**src/shared/dct_pkg.sv**
```systemverilog
// constants, types and register map of the debug compare and trace registers
// Behaviour
// - user force-reset writes ignored; reads return zero
// - host serial write of bit 0 resets processor
// - four comparator bytes, cleared by reset
// - comparator bytes readable; writable only while disarmed
// - fifo high port read-only; zero in event-only
// - fifo high read never advances the fifo
// - fifo low read advances; writes do nothing
// - event-only modes store bytes in low half
// - fifo low reads do not advance while armed
// - disarmed low read stores last fetch address
// - profiled value reappears on the ninth read
// - nine bytes of normally mapped register space
// - enable cannot be set while secured
// - arm sets flag; run end or clear stops
// - bit 5 picks force or tag breaks
// - end trace breaks at trigger, begin when full
// - break enable low stores but never breaks
// - comparator A direction qualifier bits 3 and 2
// - comparator B direction qualifier bits 1 and 0
// - control register accessible at any time
// - run ends when full or on trigger
// - mode 0011 is event-only comparator B
package dct_pkg;
  // ==========================================
  // register offsets
  localparam logic [3:0] OFS_CMP_A_HIGH = 4'h0;
  localparam logic [3:0] OFS_CMP_A_LOW  = 4'h1;
  localparam logic [3:0] OFS_CMP_B_HIGH = 4'h2;
  localparam logic [3:0] OFS_CMP_B_LOW  = 4'h3;
  localparam logic [3:0] OFS_FIFO_HIGH  = 4'h4;
  localparam logic [3:0] OFS_FIFO_LOW   = 4'h5;
  localparam logic [3:0] OFS_CONTROL    = 4'h6;
  localparam logic [3:0] OFS_FORCE_RST  = 4'h9;
  // ==========================================
  // control register fields
  localparam int CTL_ENABLE  = 7;
  localparam int CTL_ARM     = 6;
  localparam int CTL_TAG     = 5;
  localparam int CTL_BRK_EN  = 4;
  localparam int CTL_A_DIR   = 3;
  localparam int CTL_A_DIREN = 2;
  localparam int CTL_B_DIR   = 1;
  localparam int CTL_B_DIREN = 0;
  localparam int FRC_BIT     = 0;
  localparam logic [7:0] CTL_RESET = 8'h00;
  localparam logic [7:0] CMP_RESET = 8'h00;
  localparam logic [7:0] READ_ZERO = 8'h00;
  // ==========================================
  // fifo geometry
  localparam int FIFO_WIDTH = 16;
  localparam int FIFO_DEPTH = 8;
  localparam logic [3:0] FIFO_FULL = 4'h8;
  // ==========================================
  // trigger mode codes
  localparam logic [3:0] TRG_A_ONLY     = 4'h0;
  localparam logic [3:0] TRG_A_OR_B     = 4'h1;
  localparam logic [3:0] TRG_A_THEN_B   = 4'h2;
  localparam logic [3:0] TRG_EVENT_B    = 4'h3;
  localparam logic [3:0] TRG_A_THEN_EVB = 4'h4;
  localparam logic [3:0] TRG_A_AND_B    = 4'h5;
  localparam logic [3:0] TRG_A_NOT_B    = 4'h6;
  localparam logic [3:0] TRG_INSIDE     = 4'h7;
  localparam logic [3:0] TRG_OUTSIDE    = 4'h8;
  // ==========================================
  // run sequencer states
  typedef enum logic [1:0] {
    RUN_IDLE,
    RUN_WAIT,
    RUN_STORE
  } dct_run_type;
endpackage : dct_pkg

```
**src/design/dct_cmp.sv**
```systemverilog
// one address comparator with optional bus direction qualifier
`timescale 1ns/1ps
module dct_cmp (
  // clock and reset
  input  wire logic        clk,
  input  wire logic        rst_b,
  input  wire logic        ce,
  // setup
  input  wire logic [15:0] cmp_value,
  input  wire logic        dir_enable,
  input  wire logic        dir_select,
  // watched bus
  input  wire logic        bus_valid,
  input  wire logic        bus_rnw,
  input  wire logic [15:0] bus_addr,
  // result
  output logic             match
);
  typedef struct packed {
    logic match;
  } dct_cmp_st_type;

  dct_cmp_st_type st_q;
  dct_cmp_st_type st_d;

  // ==========================================
  // compare; direction only counts when qualified (1 = reads only)
  always_comb begin
    st_d = st_q;
    st_d.match = bus_valid && (bus_addr == cmp_value)
                 && (!dir_enable || (bus_rnw == dir_select));
  end

  always_ff @(posedge clk or negedge rst_b) begin
    if (!rst_b) begin
      st_q <= '0;
    end else if (ce) begin
      st_q <= st_d;
    end
  end

  assign match = st_q.match;
endmodule : dct_cmp

```
**src/design/dct_mem.sv**
```systemverilog
// eight-word trace store with registered, write-through read data
`timescale 1ns/1ps
module dct_mem (
  // clock and reset
  input  wire logic        clk,
  input  wire logic        rst_b,
  input  wire logic        ce,
  // write port
  input  wire logic        wr_en,
  input  wire logic [2:0]  wr_addr,
  input  wire logic [15:0] wr_data,
  // read port
  input  wire logic [2:0]  rd_addr,
  output logic [15:0]      rd_data
);
  typedef struct packed {
    logic [7:0][15:0] words;
    logic [15:0]      rdata;
  } dct_mem_st_type;

  dct_mem_st_type st_q;
  dct_mem_st_type st_d;

  // ==========================================
  // bypass keeps the head word current when it is written this cycle
  always_comb begin
    st_d = st_q;
    if (wr_en) begin
      st_d.words[wr_addr] = wr_data;
    end
    st_d.rdata = st_d.words[rd_addr];
  end

  always_ff @(posedge clk or negedge rst_b) begin
    if (!rst_b) begin
      st_q <= '0;
    end else if (ce) begin
      st_q <= st_d;
    end
  end

  assign rd_data = st_q.rdata;
endmodule : dct_mem

```
**src/design/dct_top.sv**
```systemverilog
// debug comparators, trace fifo ports and control register
`timescale 1ns/1ps
module dct_top (
  // clock and reset
  input  wire logic        clk,
  input  wire logic        rst_b,
  input  wire logic        ce,
  // processor register port
  input  wire logic [3:0]  reg_addr,
  input  wire logic        reg_wr,
  input  wire logic        reg_rd,
  input  wire logic        reg_bdm,
  input  wire logic [7:0]  reg_wdata,
  output logic [7:0]       reg_rdata,
  // settings held by neighbouring blocks
  input  wire logic        secure,
  input  wire logic [3:0]  trig_mode,
  input  wire logic        trig_begin,
  // watched processor bus
  input  wire logic        bus_valid,
  input  wire logic        bus_rnw,
  input  wire logic        bus_fetch,
  input  wire logic [15:0] bus_addr,
  input  wire logic [7:0]  bus_data,
  // requests and status
  output logic             break_req,
  output logic             break_tag,
  output logic             force_reset,
  output logic             run_active_flag,
  output logic [3:0]       fifo_count
);
  import dct_pkg::*;

  typedef struct packed {
    logic [7:0]  cah;
    logic [7:0]  cal;
    logic [7:0]  cbh;
    logic [7:0]  cbl;
    logic [7:0]  ctl;
    logic [2:0]  wp;
    logic [2:0]  rp;
    logic [3:0]  cnt;
    dct_run_type run;
    logic        a_seen;
    logic        valid;
    logic        fetch;
    logic [15:0] addr;
    logic [7:0]  data;
    logic [15:0] last_fetch;
    logic        brk;
    logic        brk_tag;
    logic        frc;
    logic [7:0]  rdata;
  } dct_top_st_type;

  dct_top_st_type st_q;
  dct_top_st_type st_d;

  logic        match_a;
  logic        match_b;
  logic [15:0] head;
  logic        mem_we;
  logic [2:0]  mem_wa;
  logic [15:0] mem_wd;
  logic        armed;
  logic        event_only;
  logic        begin_eff;
  logic        trig;
  logic        done;
  logic        arm_new;
  logic        en_new;
  logic [15:0] cmp_a;
  logic [15:0] cmp_b;

  assign cmp_a      = {st_q.cah, st_q.cal};
  assign cmp_b      = {st_q.cbh, st_q.cbl};
  assign armed      = st_q.ctl[CTL_ENABLE] && st_q.ctl[CTL_ARM];
  assign event_only = (trig_mode == TRG_EVENT_B) || (trig_mode == TRG_A_THEN_EVB);
  // event-only runs are always begin traces
  assign begin_eff  = event_only || trig_begin;

  // ==========================================
  // comparators
  dct_cmp u_cmp_a (
    .clk        (clk),
    .rst_b      (rst_b),
    .ce         (ce),
    .cmp_value  (cmp_a),
    .dir_enable (st_q.ctl[CTL_A_DIREN]),
    .dir_select (st_q.ctl[CTL_A_DIR]),
    .bus_valid  (bus_valid),
    .bus_rnw    (bus_rnw),
    .bus_addr   (bus_addr),
    .match      (match_a)
  );

  dct_cmp u_cmp_b (
    .clk        (clk),
    .rst_b      (rst_b),
    .ce         (ce),
    .cmp_value  (cmp_b),
    .dir_enable (st_q.ctl[CTL_B_DIREN]),
    .dir_select (st_q.ctl[CTL_B_DIR]),
    .bus_valid  (bus_valid),
    .bus_rnw    (bus_rnw),
    .bus_addr   (bus_addr),
    .match      (match_b)
  );

  // ==========================================
  // trace store
  dct_mem u_mem (
    .clk     (clk),
    .rst_b   (rst_b),
    .ce      (ce),
    .wr_en   (mem_we),
    .wr_addr (mem_wa),
    .wr_data (mem_wd),
    .rd_addr (st_d.rp),
    .rd_data (head)
  );

  // ==========================================
  // trigger decode; matches and sampled bus are aligned one cycle late
  always_comb begin
    case (trig_mode)
      TRG_A_ONLY:     trig = match_a;
      TRG_A_OR_B:     trig = match_a || match_b;
      TRG_A_THEN_B:   trig = st_q.a_seen && match_b;
      TRG_EVENT_B:    trig = match_b;
      TRG_A_THEN_EVB: trig = st_q.a_seen && match_b;
      TRG_A_AND_B:    trig = match_a && match_b;
      TRG_A_NOT_B:    trig = match_a && !match_b;
      TRG_INSIDE:     trig = st_q.valid && (st_q.addr >= cmp_a) && (st_q.addr <= cmp_b);
      TRG_OUTSIDE:    trig = st_q.valid && ((st_q.addr < cmp_a) || (st_q.addr > cmp_b));
      default:        trig = 1'b0;
    endcase
  end

  // ==========================================
  // run sequencer, fifo pointers and register port
  always_comb begin
    st_d        = st_q;
    mem_we      = 1'b0;
    mem_wa      = st_q.wp;
    mem_wd      = 16'h0000;
    done        = 1'b0;
    en_new      = 1'b0;
    arm_new     = 1'b0;
    st_d.brk    = 1'b0;
    st_d.frc    = 1'b0;
    st_d.valid  = bus_valid;
    st_d.fetch  = bus_valid && bus_fetch;
    st_d.addr   = bus_addr;
    st_d.data   = bus_data;
    // remember the newest opcode fetch for profiling
    if (st_q.fetch) begin
      st_d.last_fetch = st_q.addr;
    end
    if (armed) begin
      if (match_a) begin
        st_d.a_seen = 1'b1;
      end
      case (st_q.run)
        RUN_WAIT: begin
          if (trig) begin
            st_d.run = RUN_STORE;
          end
        end
        RUN_STORE: begin
          if (event_only ? trig : st_q.fetch) begin
            mem_we = 1'b1;
            // event-only keeps a data byte in the low half
            mem_wd = event_only ? {8'h00, st_q.data} : st_q.addr;
            st_d.wp = st_q.wp + 3'h1;
            if (st_q.cnt != FIFO_FULL) begin
              st_d.cnt = st_q.cnt + 4'h1;
            end
          end
          // begin trace ends full, end trace ends on trigger
          done = begin_eff ? (st_d.cnt == FIFO_FULL) : trig;
        end
        default: begin
          st_d.run = RUN_IDLE;
        end
      endcase
    end
    if (done) begin
      st_d.ctl[CTL_ARM] = 1'b0;
      st_d.run = RUN_IDLE;
      // oldest word first: a wrapped circular capture starts at the write pointer
      st_d.rp = (st_d.cnt == FIFO_FULL) ? st_d.wp : 3'h0;
      st_d.brk = st_q.ctl[CTL_BRK_EN];
      st_d.brk_tag = st_q.ctl[CTL_TAG];
    end
    // reads answer on the next cycle
    st_d.rdata = READ_ZERO;
    if (reg_rd) begin
      case (reg_addr)
        OFS_CMP_A_HIGH: st_d.rdata = st_q.cah;
        OFS_CMP_A_LOW:  st_d.rdata = st_q.cal;
        OFS_CMP_B_HIGH: st_d.rdata = st_q.cbh;
        OFS_CMP_B_LOW:  st_d.rdata = st_q.cbl;
        OFS_FIFO_HIGH:  st_d.rdata = event_only ? READ_ZERO : head[15:8];
        OFS_FIFO_LOW: begin
          st_d.rdata = head[7:0];
          // armed reads hold the pointer so capture is not disturbed
          if (!armed) begin
            mem_we = 1'b1;
            mem_wa = st_q.rp;
            mem_wd = st_q.last_fetch;
            st_d.rp = st_q.rp + 3'h1;
          end
        end
        OFS_CONTROL:    st_d.rdata = st_q.ctl;
        OFS_FORCE_RST:  st_d.rdata = READ_ZERO;
        default:        st_d.rdata = READ_ZERO;
      endcase
    end
    // writes come last so software wins over a run ending in the same cycle
    if (reg_wr) begin
      case (reg_addr)
        OFS_CMP_A_HIGH: if (!st_q.ctl[CTL_ARM]) st_d.cah = reg_wdata;
        OFS_CMP_A_LOW:  if (!st_q.ctl[CTL_ARM]) st_d.cal = reg_wdata;
        OFS_CMP_B_HIGH: if (!st_q.ctl[CTL_ARM]) st_d.cbh = reg_wdata;
        OFS_CMP_B_LOW:  if (!st_q.ctl[CTL_ARM]) st_d.cbl = reg_wdata;
        OFS_CONTROL: begin
          en_new  = reg_wdata[CTL_ENABLE] && !secure;
          arm_new = reg_wdata[CTL_ARM] && en_new;
          st_d.ctl = {en_new, arm_new, reg_wdata[5:0]};
          if (!arm_new) begin
            st_d.run = RUN_IDLE;
          end else if (!armed || done) begin
            // a fresh run clears pointers, count and sequence memory
            st_d.wp = 3'h0;
            st_d.rp = 3'h0;
            st_d.cnt = 4'h0;
            st_d.a_seen = 1'b0;
            st_d.run = begin_eff && !event_only ? RUN_WAIT : RUN_STORE;
          end
        end
        OFS_FORCE_RST: st_d.frc = reg_bdm && reg_wdata[FRC_BIT];
        default: st_d.frc = 1'b0;
      endcase
    end
  end

  // ==========================================
  // state register; clock enable freezes everything
  always_ff @(posedge clk or negedge rst_b) begin
    if (!rst_b) begin
      st_q       <= '0;
      st_q.ctl   <= CTL_RESET;
      st_q.cah   <= CMP_RESET;
      st_q.cal   <= CMP_RESET;
      st_q.cbh   <= CMP_RESET;
      st_q.cbl   <= CMP_RESET;
      st_q.run   <= RUN_IDLE;
    end else if (ce) begin
      st_q <= st_d;
    end
  end

  assign reg_rdata       = st_q.rdata;
  assign break_req       = st_q.brk;
  assign break_tag       = st_q.brk_tag;
  assign force_reset     = st_q.frc;
  assign run_active_flag = armed;
  assign fifo_count      = st_q.cnt;
endmodule : dct_top

```
**config.mk**
```make
export PLATFORM = sky130hd
export DESIGN_NAME = dct_top
export DESIGN_NICKNAME = d
export VERILOG_FILES = /design/src/shared/dct_pkg.sv /design/src/design/dct_cmp.sv /design/src/design/dct_mem.sv /design/src/design/dct_top.sv
export SDC_FILE = /design/constraint.sdc
export NUM_CORES = 1
export LEC_CHECK = 0
export ABC_AREA = 1
export BUFFER_PORTS_ARGS = -buffer_cell sky130_fd_sc_hd__buf_2
export CAP_MARGIN = 5
export CORE_MARGIN = 8
export CORE_UTILIZATION = 54
export CTS_CLUSTER_SIZE = 25
export DETAILED_ROUTE_END_ITERATION = 6
export GPL_TIMING_DRIVEN = 0
export PLACE_DENSITY = 0.78
export SLEW_MARGIN = 15
export SYNTH_ARGS = -nofsm -noshare
export SYNTH_HDL_FRONTEND = slang
export SYNTH_SLANG_ARGS = --single-unit
```
**constraint.sdc**
```tcl
create_clock -name clk -period 8.2 [get_ports clk]
set_input_delay 1.23 -clock clk [delete_from_list [all_inputs] [get_ports clk]]
set_output_delay 1.23 -clock clk [all_outputs]
set_load 0.005 [all_outputs]
```
==> results.sh <==
export IMPL_outcome="finished with violations"
export IMPL_violations="DRC"
export IMPL_critical_path_cell_chain="inv_1 > ha_1 > a21oi_1 > nand2_1 > a21oi_1 > nand3_1 > nand3_1 > nand4_4 > nand3_4 > nand2_1 > nand2_1 > nand2_1 > nor2_1 > nand2_1 > nor2_1 > nand2_1 > a21oi_2 > buf_2 > nand3_1 > nand3_1 > nand3_1"
export IMPL_post_drt_wl_per_cell_um=20.0
export IMPL_use_met3=0.0563
export IMPL_synth_mux_area_frac=0.000671
export IMPL_ant_nets=0
export IMPL_path_class="register to register"
export IMPL_drt_total_wl_um=50500
export IMPL_die_h_um=182
export IMPL_final_max_slew_violation_count=0
export IMPL_cts_setup_buffers=0
export IMPL_syn_avg_cell_area_um2=7.23
export IMPL_hold_depth=2
export IMPL_nets=2250
export IMPL_hold_ws_ns=0.480
export IMPL_cp_data_arrival_time_ns=4.60
export IMPL_setup_tns_ns=0
export IMPL_ys_flop_type="dfrtp_1"
export IMPL_drtIter0Drc=1801
export IMPL_grt_start_max_net_pins=100
export IMPL_tritoncts="built"
export IMPL_dp_slack_ns=3.81
export IMPL_dr_pass1_iters=7
export IMPL_place_congestion=0.979
export IMPL_r2r_start="cmp_a[11]"
export IMPL_h_tree_depth=1
export IMPL_syn_inst=2062
export IMPL_start_util=0.543
export IMPL_path_max_fanout=10
export IMPL_rows=61
export IMPL_max_stage_delay_ns=0.48
export IMPL_drt_vias_per_instance=5.86
export IMPL_worstHoldPathType="register to register"
export IMPL_setup_violations=0
export IMPL_synth_fa_ha_area_frac=0.0319
export IMPL_io_pins=67
export IMPL_maxCapViolations=0
export IMPL_finalClockSkew_ns=0.0229
export IMPL_async_reset_ff_frac=1.00
export IMPL_synth_warnings=0
export IMPL_syn_area_um2=14900
export IMPL_syn2layout_area_growth_pct=12.3
export IMPL_critPathRequiredTime_ns=8.61
export IMPL_antenna_found_initial=0
export IMPL_rsz0062_at_grt="no"
export IMPL_cp_start_kind="register"
export IMPL_cts_root_buf="clkbuf_16"
export IMPL_slew_headroom=0.141
export IMPL_max_freq_mhz=239
export IMPL_min_period_ns=4.19
export IMPL_portBuffers=65
export IMPL_clk_latency_ns=0.56
export IMPL_use_met2=0.494
export IMPL_power_density_nw_per_um2=252
export IMPL_worst_setup_path_end_kind="register"
export IMPL_crit_path_top_delay_cell="dfrtp_1"
export IMPL_track_usage=0.302
export IMPL_ys_ff_latch=252
export IMPL_fin_crit_sh=0.511
export IMPL_cts_resized_gates=0
export IMPL_r2r_setup_slack_ns=4.01
export IMPL_antennaDiodeCount=0
export IMPL_grt_overflow=0
export IMPL_hold_viol_final=0
export IMPL_die_x_um=182
export IMPL_synth_xor_area_frac=0.0176
export IMPL_ir_worst_vdd_uv=219
export IMPL_synthDistinctLibCells=47
export IMPL_clk_pin_slew_ns=0.06
export IMPL_r2r_cells=21
export IMPL_setup_ws_ns=4.01
export IMPL_synth_edf_count=0
export IMPL_drive_above_1_share=0.0999
export IMPL_die_area_um2=33200
export IMPL_hold_end="u_mem.st_q[139]"
export IMPL_synth_top_family_by_area="simple AND/OR/NAND/NOR gates"
export IMPL_synthSimpleGateAreaFrac=0.268
export IMPL_r2r_end="u_mem.rd_data[9]"
export IMPL_vias=14800
export IMPL_crit_top_cell="nand2_1"
export IMPL_synth_seq_area_share=0.423
export IMPL_leakage_nw=7.97
export IMPL_grt_pass1_vias=14200
export IMPL_grt_busiest_layer="met2"
export IMPL_core_area_um2=27500
export IMPL_min_delay_start="u_mem.st_q[139]"
export IMPL_synth_compound_area_frac=0.156
export IMPL_clk_path_buf_depth=3
export IMPL_grtUsageMet1=0.378
export IMPL_synth_net_count=2151
export IMPL_tightestPinTransition_ns=1.28
export IMPL_cts_buffers=29
export IMPL_clock_sinks=252
export IMPL_dp_final_hpwl_um=37500
export IMPL_grt_pass1_wl_um=79000
export IMPL_drc=6
export IMPL_cts_hold_buf=0
-- layer usage --
layer,wire length [µm],share of wire,vias to the layer above
met5,0,0,-
met4,2820,0.056,0
met3,4870,0.096,173
met2,23400,0.46,805
met1,19500,0.38,6942
li1,-,-,6893
-- stage by stage --
stage	power (mW)	utilization	instance area, µm²	std cells
2_1_floorplan	2.41	-	14900	2062
3_3_place_gp	2.80	0.570	15700	2473
3_5_place_dp	2.84	0.574	15800	2476
4_1_cts	4.18	0.609	16700	2529
5_1_grt	4.41	0.609	16700	2529
6_report	4.21	0.609	16700	2529
-- kinds of logic after synthesis --
family | after synthesis
xor+xnor | 30
compound gates | 427
mux | 1
buf+inv | 372
simple gates | 942
flops | 252
fa+ha+maj | 38
-- Yosys cell counts (8+ instances only) --
library cell | n | area share
ha_1 | 38 | 0.032
a21oi_1 | 19 | 0.0064
o21ai_0 | 326 | 0.11
dfrtp_1 | 252 | 0.42
xnor2_1 | 11 | 0.0065
inv_1 | 239 | 0.060
nand3_1 | 213 | 0.071
nand4_1 | 12 | 0.0050
o21ai_1 | 26 | 0.0087
clkbuf_1 | 58 | 0.015
buf_4 | 22 | 0.011
nor2_1 | 43 | 0.011
xor2_1 | 19 | 0.011
inv_2 | 16 | 0.0040
o22ai_1 | 10 | 0.0042
buf_2 | 30 | 0.010
nand2_1 | 636 | 0.16
o211ai_1 | 8 | 0.0040
-- cell usage in the layout, fill, tap and decap left out, drive strengths merged, types with 3 or more instances in the layout --
cell type | Yosys | routed
o21ai | 352 | 352
o31ai | 5 | 5
or2 | 7 | 7
a32o | 3 | 3
o211ai | 8 | 8
ha | 38 | 38
nand4 | 13 | 13
a22o | 5 | 5
nand2 | 644 | 644
a221oi | 5 | 5
dfrtp | 252 | 252
a21oi | 21 | 21
clkinv | 0 | 6
o2111ai | 7 | 7
xnor2 | 11 | 11
clkbuf | 58 | 100
nor3 | 10 | 10
nand3 | 215 | 215
xor2 | 19 | 19
nor2 | 46 | 46
o22ai | 10 | 10
inv | 255 | 255
a22oi | 3 | 3
bufinv | 0 | 3
nor4 | 6 | 6
o41ai | 3 | 3
buf | 59 | 127
-- final cells by class --
class                           instances  area [µm²]
Tap cell                              346         433
Fill cell                            2564       10700
Multi-Input combinational cell       1438        7090
Inverter                              255         957
Clock buffer                           42         845
Timing Repair Buffer                   68         398
Clock inverter                         11         135
Sequential cell                       252        6310
Buffer                                117         574
-- worst max-delay path by stage --
stage / startpoint / end / slack, ns
floorplan: trig_mode[2] / u_mem.rd_data[11] / 4.79
global placement: rst_b / cmp_b[13] / 1.36
detailed placement: reg_addr[1] / u_mem.rd_data[2] / 3.81
CTS: cmp_a[11] / u_mem.rd_data[6] / 4.14
global route: cmp_a[11] / u_mem.rd_data[9] / 3.74
finish: cmp_a[11] / u_mem.rd_data[9] / 4.01
-- flip-flops by register name, summed over array words and instances (netlist names) --
| signal | count |
|---|---|
| st_q | 59 |
| u_mem.rd_data | 16 |
| u_cmp_a.match | 1 |
| fifo_count | 4 |
| u_cmp_b.match | 1 |
| reg_rdata | 8 |
| force_reset | 1 |
| u_mem.st_q | 128 |
| break_tag | 1 |
| cmp_a | 16 |
| cmp_b | 16 |
| break_req | 1 |
-- critical path: cells and delay by family, from the launching register on --
| kind | cells | cell delay [ns] |
|---|---|---|
| flip-flops | 1 | 0.48 |
| AO/OA/AOI/OAI | 3 | 0.73 |
| AND/OR/NAND/NOR | 15 | 2.10 |
| adder cells (fa/ha/maj) | 1 | 0.31 |
| buffers and inverters | 2 | 0.44 |
-- power breakdown --
part	leakage [nW]	switching [mW]	internal, mW
Combinational	4.18	0.826	0.406
Clock	0.481	0.536	0.804
Sequential	3.31	0.168	1.47
Total	7.97	1.53	2.68
No activity file was read; power rests on OpenSTA's default activity.
